**src/logic/run_source_consts.vh**
```
`ifndef RUN_SOURCE_CONSTS_VH
`define RUN_SOURCE_CONSTS_VH
// Run-source selection codes
`define SRC_TERMINAL 8'h01
`define SRC_KEYPAD 8'h02
`define SRC_FIELDBUS 8'h03
`define SRC_OPTION 8'h04
// Stop-key enable codes
`define STOPKEY_ALWAYS 8'h00
`define STOPKEY_OFF 8'h01
`define STOPKEY_TRIP_ONLY 8'h02
// Input-terminal function codes
`define FN_FORWARD 8'h00
`define FN_REVERSE 8'h01
`define FN_GO 8'h14
`define FN_HALT 8'h15
`define FN_DIRECTION 8'h16
`define FN_KEYPAD_OVR 8'h1F
`define FN_TERMINAL_OVR 8'h33
// Frequency-source codes shown while an override holds
`define FREQ_KEYPAD_PARAM 8'h02
`define FREQ_TERMINAL_ANALOG 8'h01
`define FREQ_NONE 8'h00
// No source owns the run command yet
`define SRC_NONE 8'h00
// Command word: bit 0 run, bit 1 reverse
`define CMD_RUN_BIT 0
`define CMD_REV_BIT 1
`define CMD_STOP 2'h0
`endif

```
**src/logic/run_command_source_arbiter.v**
```verilog
// Operation
// - Selection 01 terminals, 02 keypad, 03 fieldbus, 04 option board.
// - Selection 04 takes start and stop from the option board; an accepted keypad stop also stops.
// - Running needs a valid frequency command besides a run command.
// - Keypad override makes keypad run and stop keys the command source.
// - Terminal override makes terminal inputs the command source.
// - Function code 31 assigns keypad override; run and frequency go to keypad.
// - Function code 51 assigns terminal override; run and frequency go to terminals.
// - Override frequency: keypad parameter or terminal analog input.
// - Override change while running stops; restart needs run off then on.
// - Keypad override wins over terminal override.
// - Functions not assigned to the seven terminals read as off.
// - Stop key 00 always acts, 01 ignored, 02 trip clear only.
// - Stop-key suppression only when the keypad is not the run source.
// - In trip-only mode a stop press clears a trip, else does nothing.
// - Accepted keypad stop halts external run until run is reasserted.
// - Two-wire: forward alone, reverse alone run; none or both stop.
// - Three-wire: go edge with halt on starts; halt off stops.
// - Three-wire direction input off forward, on reverse.
`include "run_source_consts.vh"

module run_command_source_arbiter #(
    parameter N_TERM = 7
) (
    // Clock and reset
    input wire mclk,
    input wire arst_n,
    input wire clk_en,
    // Settings
    input wire [7:0] run_source_select,
    input wire [7:0] stop_key_enable,
    input wire [8*N_TERM-1:0] input_function_assign,
    // Terminals and keys
    input wire [N_TERM-1:0] term_level,
    input wire key_run,
    input wire key_stop,
    input wire key_reverse,
    // Bus sources: bit 0 run, bit 1 reverse
    input wire [1:0] fieldbus_cmd,
    input wire [1:0] option_cmd,
    // Drive status
    input wire freq_valid,
    input wire tripped,
    // Outputs
    output reg run_out,
    output reg reverse_out,
    output reg [7:0] active_run_source,
    output reg freq_override,
    output reg [7:0] freq_override_source,
    output reg trip_clear
);
    wire fn_forward, fn_reverse, fn_go, fn_halt, fn_direction;
    wire fn_keypad_ovr, fn_terminal_ovr, halt_assigned;

    terminal_function_map #(.N_TERM(N_TERM)) u_map (
        .input_function_assign(input_function_assign),
        .term_level(term_level),
        .fn_forward(fn_forward),
        .fn_reverse(fn_reverse),
        .fn_go(fn_go),
        .fn_halt(fn_halt),
        .fn_direction(fn_direction),
        .fn_keypad_ovr(fn_keypad_ovr),
        .fn_terminal_ovr(fn_terminal_ovr),
        .halt_assigned(halt_assigned)
    );

    ////////////////////////////////////////////////////////////////////////
    // Sampled history
    reg kovr_reg, tovr_reg, go_reg, key_stop_reg, key_run_reg;
    reg three_run_reg, key_latch_reg, key_rev_reg;
    reg blocked_reg;
    reg [1:0] cmd_prev_reg;
    reg [7:0] src_prev_reg;

    ////////////////////////////////////////////////////////////////////////
    // Helpers
    // Keypad as the chosen source; the stop key can never be masked then
    function is_keypad(input [7:0] source);
        is_keypad = (source == `SRC_KEYPAD);
    endfunction

    // Whether the stop/reset key has any effect at all, trip clearing included
    function key_live(input [7:0] source, input [7:0] mode);
        key_live = is_keypad(source) || (mode != `STOPKEY_OFF);
    endfunction

    ////////////////////////////////////////////////////////////////////////
    // Source choice
    reg [7:0] src;
    // Keypad override is tested first, so it wins when both are on
    always @* begin
        if (fn_keypad_ovr) src = `SRC_KEYPAD;
        else if (fn_terminal_ovr) src = `SRC_TERMINAL;
        else src = run_source_select;
    end

    wire go_rise = fn_go & ~go_reg;
    wire key_stop_rise = key_stop & ~key_stop_reg;
    wire key_run_rise = key_run & ~key_run_reg;
    wire ovr_change = (fn_keypad_ovr != kovr_reg) | (fn_terminal_ovr != tovr_reg);

    // Stop key acceptance
    reg stop_accept;
    always @* begin
        if (is_keypad(src)) stop_accept = key_stop_rise;
        else begin
            case (stop_key_enable)
                `STOPKEY_ALWAYS: stop_accept = key_stop_rise;
                `STOPKEY_OFF: stop_accept = 1'b0;
                `STOPKEY_TRIP_ONLY: stop_accept = 1'b0;
                default: stop_accept = key_stop_rise;
            endcase
        end
    end

    // Three-wire latch: go edge with halt held starts, halt off stops
    // It tracks the pins even while another source is chosen
    reg three_run_next;
    always @* begin
        if (!fn_halt) three_run_next = 1'b0;
        else if (go_rise) three_run_next = 1'b1;
        else three_run_next = three_run_reg;
    end

    // Keypad latch
    reg key_latch_next;
    reg key_rev_next;
    always @* begin
        key_latch_next = key_latch_reg;
        key_rev_next = key_rev_reg;
        if (!is_keypad(src) || stop_accept) key_latch_next = 1'b0;
        else if (key_run_rise) begin
            key_latch_next = 1'b1;
            key_rev_next = key_reverse;
        end
    end

    // Raw command from chosen source
    reg [1:0] cmd;
    always @* begin
        case (src)
            `SRC_TERMINAL: begin
                if (halt_assigned) cmd = {fn_direction, three_run_reg};
                else if (fn_forward ^ fn_reverse) cmd = {fn_reverse, 1'b1};
                else cmd = `CMD_STOP;
            end
            // Keypad answers from the latch, one cycle behind the key press
            `SRC_KEYPAD: cmd = {key_rev_reg, key_latch_reg};
            `SRC_FIELDBUS: cmd = fieldbus_cmd;
            `SRC_OPTION: cmd = option_cmd;
            default: cmd = `CMD_STOP;
        endcase
    end

    wire run_req = cmd[`CMD_RUN_BIT];
    wire run_req_prev = cmd_prev_reg[`CMD_RUN_BIT];
    // Blocking rearms only on a fresh run edge from the same source, so a run
    // level that was never dropped cannot restart the motor by surprise.
    wire rearm = run_req & ~run_req_prev & (src == src_prev_reg);
    reg blocked_next;
    always @* begin
        blocked_next = blocked_reg;
        if (!run_req || rearm) blocked_next = 1'b0;
        if (run_out && ovr_change) blocked_next = 1'b1;
        if (ovr_change && run_req) blocked_next = 1'b1;
        // An accepted stop also blocks a run that is asked for but not yet
        // under way, so a stop pressed as the run arrives is never lost.
        if (stop_accept && (run_out || run_req)) blocked_next = 1'b1;
    end

    // Trip clear follows the key only where the key is live for this source
    wire trip_clear_next = key_stop_rise & tripped & key_live(src, stop_key_enable);

    ////////////////////////////////////////////////////////////////////////
    // State
    always @(posedge mclk or negedge arst_n) begin
        if (!arst_n) begin
            kovr_reg <= 1'b0;
            tovr_reg <= 1'b0;
            go_reg <= 1'b0;
            key_stop_reg <= 1'b0;
            key_run_reg <= 1'b0;
            three_run_reg <= 1'b0;
            key_latch_reg <= 1'b0;
            key_rev_reg <= 1'b0;
            blocked_reg <= 1'b0;
            cmd_prev_reg <= `CMD_STOP;
            src_prev_reg <= `SRC_NONE;
            // Outputs read as stopped and unowned until the first enabled edge
            run_out <= 1'b0;
            reverse_out <= 1'b0;
            active_run_source <= `SRC_NONE;
            freq_override <= 1'b0;
            freq_override_source <= `FREQ_NONE;
            trip_clear <= 1'b0;
        end else if (clk_en) begin
            kovr_reg <= fn_keypad_ovr;
            tovr_reg <= fn_terminal_ovr;
            go_reg <= fn_go;
            key_stop_reg <= key_stop;
            key_run_reg <= key_run;
            three_run_reg <= three_run_next;
            key_latch_reg <= key_latch_next;
            key_rev_reg <= key_rev_next;
            blocked_reg <= blocked_next;
            cmd_prev_reg <= cmd;
            src_prev_reg <= src;
            // Frequency and block gate the run last, so neither can be bypassed
            run_out <= run_req & freq_valid & ~blocked_next;
            reverse_out <= cmd[`CMD_REV_BIT];
            active_run_source <= src;
            freq_override <= fn_keypad_ovr | fn_terminal_ovr;
            if (fn_keypad_ovr) freq_override_source <= `FREQ_KEYPAD_PARAM;
            else if (fn_terminal_ovr) freq_override_source <= `FREQ_TERMINAL_ANALOG;
            else freq_override_source <= `FREQ_NONE;
            // A live key clears a trip; in trip-only mode that is all it does
            trip_clear <= trip_clear_next;
        end
    end
endmodule // run_command_source_arbiter

```
**src/logic/terminal_function_map.v**
```verilog
`include "run_source_consts.vh"

// Finds which terminal carries a given function; unassigned functions read off
module terminal_function_map #(
    parameter N_TERM = 7
) (
    // Terminal assignment, eight bits per terminal
    input wire [8*N_TERM-1:0] input_function_assign,
    input wire [N_TERM-1:0] term_level,
    // Function levels
    output reg fn_forward,
    output reg fn_reverse,
    output reg fn_go,
    output reg fn_halt,
    output reg fn_direction,
    output reg fn_keypad_ovr,
    output reg fn_terminal_ovr,
    output reg halt_assigned
);
    integer i;
    reg [7:0] code;
    always @* begin
        code = 8'h00;
        fn_forward = 1'b0;
        fn_reverse = 1'b0;
        fn_go = 1'b0;
        fn_halt = 1'b0;
        fn_direction = 1'b0;
        fn_keypad_ovr = 1'b0;
        fn_terminal_ovr = 1'b0;
        halt_assigned = 1'b0;
        for (i = 0; i < N_TERM; i = i + 1) begin
            code = input_function_assign[8*i +: 8];
            if (code == `FN_FORWARD) fn_forward = fn_forward | term_level[i];
            if (code == `FN_REVERSE) fn_reverse = fn_reverse | term_level[i];
            if (code == `FN_GO) fn_go = fn_go | term_level[i];
            if (code == `FN_HALT) begin
                fn_halt = fn_halt | term_level[i];
                halt_assigned = 1'b1;
            end
            if (code == `FN_DIRECTION) fn_direction = fn_direction | term_level[i];
            if (code == `FN_KEYPAD_OVR) fn_keypad_ovr = fn_keypad_ovr | term_level[i];
            if (code == `FN_TERMINAL_OVR) begin
                fn_terminal_ovr = fn_terminal_ovr | term_level[i];
            end
        end
    end
endmodule // terminal_function_map

```
**config.mk**
```make
export PLATFORM = sky130hd
export DESIGN_NAME = run_command_source_arbiter
export DESIGN_NICKNAME = d
export VERILOG_FILES = /design/src/logic/run_command_source_arbiter.v /design/src/logic/terminal_function_map.v
export VERILOG_INCLUDE_DIRS = /design/src /design/src/logic
export SDC_FILE = /design/constraint.sdc
export NUM_CORES = 1
export LEC_CHECK = 0
export BUFFER_PORTS_ARGS = -buffer_cell sky130_fd_sc_hd__buf_4
export CAP_MARGIN = 20
export CELL_PAD_IN_SITES_DETAIL_PLACEMENT = 1
export CELL_PAD_IN_SITES_GLOBAL_PLACEMENT = 2
export CORE_UTILIZATION = 27
export CTS_CLUSTER_SIZE = 10
export DETAILED_ROUTE_END_ITERATION = 7
export GPL_TIMING_DRIVEN = 0
export PLACE_DENSITY_LB_ADDON = 0.12
export SETUP_SLACK_MARGIN = 0.5
export SLEW_MARGIN = 20
export SYNTH_ARGS = -nofsm -noshare
export SYNTH_HDL_FRONTEND = slang
export SYNTH_SLANG_ARGS = --single-unit
export TNS_END_PERCENT = 5
```
**constraint.sdc**
```tcl
create_clock -name mclk -period 2.3 [get_ports mclk]
set_input_delay 0.345 -clock mclk [delete_from_list [all_inputs] [get_ports mclk]]
set_output_delay 0.345 -clock mclk [all_outputs]
set_load 0.05 [all_outputs]
```
==> metrics.md <==
| Metric | Value |
|---|---|
| Status | `complete, but fails checks` |
| Failing checks | `setup timing` |
| Final core utilization | `between 40% and 50%` |
| Final worst setup slack | `-0.242 ns` |
| Maxcap violations | `0` |
| Flop pwr share | `between 30% and 40%` |
| Met1 Routed Length | `about 4600 um` |
| Period Utilization, post-route | `111%` |
| Sink Count | `23` |
| Final Hold Vio Count | `0` |
| Commonest non-fill, non-tap cell in the layout | `buf_4` |
| R2R depth | `5` |
| Met3 wire length | `roughly 410 um` |
| Worst skew pair latency | `around 0.28 ns` |
| Fmax | `between 0.3 and 0.4 GHz` |
| Area of the core | `just under 9000 um2` |
| # nets final | `522` |
| Tmin final | `~2.5 ns` |
| Row Count | `34` |
| Port bufs | `a little over 100` |
| Gr ovfl total | `0` |
| Power per Cell Area | `between 300 and 400 nW/um2` |
| Met2 wire len | `4410 um` |
| DRT antenna net count | `0` |
| Ys flop type | `dfrtp_1` |
| DP Area | `between 3000 and 4000 um2` |
| Sequential area share after synthesis | `about a quarter` |
| Reg2Reg Setup Slack | `approximately 0.48 ns` |
| Max IR drop VDD | `between 200 and 250 uV` |
| Final GP Congestion | `0.801` |
| Vias per cell | `5.55` |
| Crit Path Max Fanout | `5` |
| Post-synth EDFFs | `0` |
| # IOs | `between 100 and 150` |
| Most frequent cells in the layout | `buf_4, nor2_1, dfrtp_1` |
| Ys async rst share | `100%` |
| Clock slew at reported path FFs | `0.09 ns` |
| Final wirelength | `between 9000 and 10000 um` |
| Initial drt markers | `roughly 80` |
| First-pass GRT wire length | `around 14000 um` |
| Max Root-Sink Buffers | `2` |
| CP Capture Type | `flip-flop` |
| Placed cells | `roughly 520` |
| Share of layout cells above drive strength 1 | `40.8%` |
| Fillers | `1057` |
| Clk root buf | `clkbuf_8` |
| Final Setup Violations | `4` |
| Clock share of power | `22.0%` |
| Design area | `~3700 um2` |
| Distinct cells, synth | `69` |
| Multi-input logic area | `about 1900 um2` |
| Largest register FFs | `8` |
| WP data arrival | `approximately 2.7 ns` |
| Top Layer Used | `met4` |
| Vias after detailed routing | `around 3000` |
| #FFs+latches synth | `23` |
| RSZ-0062 raised after global routing | `true` |
| Synthesized cell area | `approximately 2400 um2` |
| Critical Path RT | `approximately 2.5 ns` |
| Leakage power | `approximately 0.0015 uW` |
| Max-Slew Margin vs Limit | `a little over 60%` |
| Post-synthesis area per instance | `7.79 um2` |
| Die X | `around 97 um` |
| DRC viols | `0` |
| Int Power | `779 uW` |
| Detail Placement HPWL | `around 7600 um` |
| CTS Buf Count | `3` |
| H-tree levels | `1` |
| Largest net degree at the start of global routing | `24` |
| Vert. Die Dim | `~97 um` |
| Critical path launch point type | `input port` |
| Layout area overhead | `53.4%` |
| YS warnings | `0` |
| Number of global-route vias before repair | `approximately 2900` |
| Register cell area after layout | `between 500 and 600 um2` |
| Synthesized instance count | `310` |
| P_sw | `456 uW` |
| Die ar. | `around 9300 um2` |
| Hold Crit Class | `in -> reg` |
| Combinational Power Share | `around two fifths` |
| Overall routing resource usage | `about a fifth` |
| Post-placement setup slack | `-0.862 ns` |
| Slew @ Worst Pin | `roughly 0.58 ns` |
| Crit Path Class | `in -> reg` |
| DR WL/cell | `between 15 and 20 um` |
| CTS tree | `yes` |
| Switching portion of total power | `between 30% and 40%` |
| Clock Skew | `~0.0065 ns` |
| Initial Utilization | `27.8%` |
| Fin. max-slew vios | `0` |
| Initial antenna violation count | `0` |
| Initial DRT Pass Iterations | `4` |
| Diode count | `0` |
| Fin cells | `around 540` |
| Power Total | `1230 uW` |
| Worst Hold Path Cells | `3` |
==> cell type report <==
class / instances / share of cell area (%)
Clock inverter: 1 / 0.203
Timing Repair Buffer: 110 / 22.8
Sequential cell: 23 / 15.5
Tap cell: 108 / 3.65
Clock buffer: 3 / 1.11
Inverter: 13 / 1.32
Buffer: 16 / 3.07
Multi-Input combinational cell: 263 / 52.4
==> power groups by stage <==
stage                     registers (uW)  logic (uW)  clock network [uW]
final                                460         504                 271
after global routing                 465         546                 290
after CTS                            460         495                 278
after detailed placement             467         472                   0
after global placement               466         463                   0
after floorplan                      519         179                   0
==> routing by layer <==
metal  global-route usage [%]  up-vias
li1                         -     1460
met1                     28.5     1453
met2                     33.1       62
met3                     3.52        7
met4                     1.96        0
met5                        0        -
==> what timing repair did <==
item / CTS / global route
pin swaps: 11 / 17
hold buffers: 1 / 0
hold endpoints to repair: 23 / 0
gates resized for setup: 29 / 19
buffers inserted: 8 / 0
endpoints found under the setup margin: 18 / 19
==> cell families after synthesis <==
kind of cell             after synthesis  share of synthesized area, %
AND/OR/NAND/NOR                      186                          46.8
AO/OA/AOI/OAI                         62                          18.9
buffers and inverters                 29                          6.58
flip-flops                            23                          23.8
XOR/XNOR                               4                          1.45
multiplexers                           4                          1.81
adder cells (fa/ha/maj)                1                         0.518
other                                  1                         0.155
==> metrics by stage <==
stage / setup TNS [ns] / hold WS [ns]
6_report: -0.621 / 0.282
5_1_grt: -1.03 / 0.296
4_1_cts: -0.813 / 0.287
3_5_place_dp: -4.03 / 0.263
3_3_place_gp: -3.65 / 0.262
2_1_floorplan: -1.31 / 0.0494
==> cell usage after synthesis (all sizes together), types with 3 or more instances <==
cell type | n | area, um2
a21oi | 12 | 60.1
a31oi | 4 | 25.0
and2 | 4 | 27.5
and3 | 6 | 40.0
and4 | 9 | 83.8
buf | 8 | 63.8
clkbuf | 7 | 36.3
dfrtp | 23 | 576
inv | 13 | 48.8
mux2 | 3 | 33.8
nand2 | 23 | 86.3
nand2b | 5 | 31.3
nand3 | 23 | 115
nand3b | 4 | 30.0
nand4 | 14 | 87.6
nand4b | 3 | 26.3
nor2 | 25 | 93.8
nor2b | 4 | 25.0
nor3 | 14 | 70.1
nor4 | 16 | 100
nor4b | 8 | 70.1
nor4bb | 4 | 40.0
o211ai | 3 | 22.5
o21ai | 12 | 63.8
o2bb2ai | 8 | 70.1
or3 | 5 | 37.5
or4 | 7 | 55.1
or4b | 6 | 60.1
xnor2 | 3 | 26.3
==> worst max-delay path, stage by stage <==
cell and delay (ns):
buf_4 0.12, or3b_4 0.39, or4_4 0.57, and3_1 0.22
and4_2 0.29, o221ai_2 0.19, a2111oi_4 0.06, a32o_2 0.28
a32o_1 0.25
==> path summary, 6_finish.rpt <==
check,from,to
setup / recovery,input_function_assign[47],run_out$_DFFE_PN0P_
hold / removal,key_run,key_run_reg$_DFFE_PN0P_
setup reg to reg,src_prev_reg[0]$_DFFE_PN0P_,run_out$_DFFE_PN0P_
hold reg to reg,freq_override_source[0]$_DFFE_PN0P_,freq_override_source[0]$_DFFE_PN0P_
max in group asynchronous,arst_n,freq_override$_DFFE_PN0P_
min in group asynchronous,arst_n,blocked_reg$_DFFE_PN0P_
(Power assumes the default switching activity.)
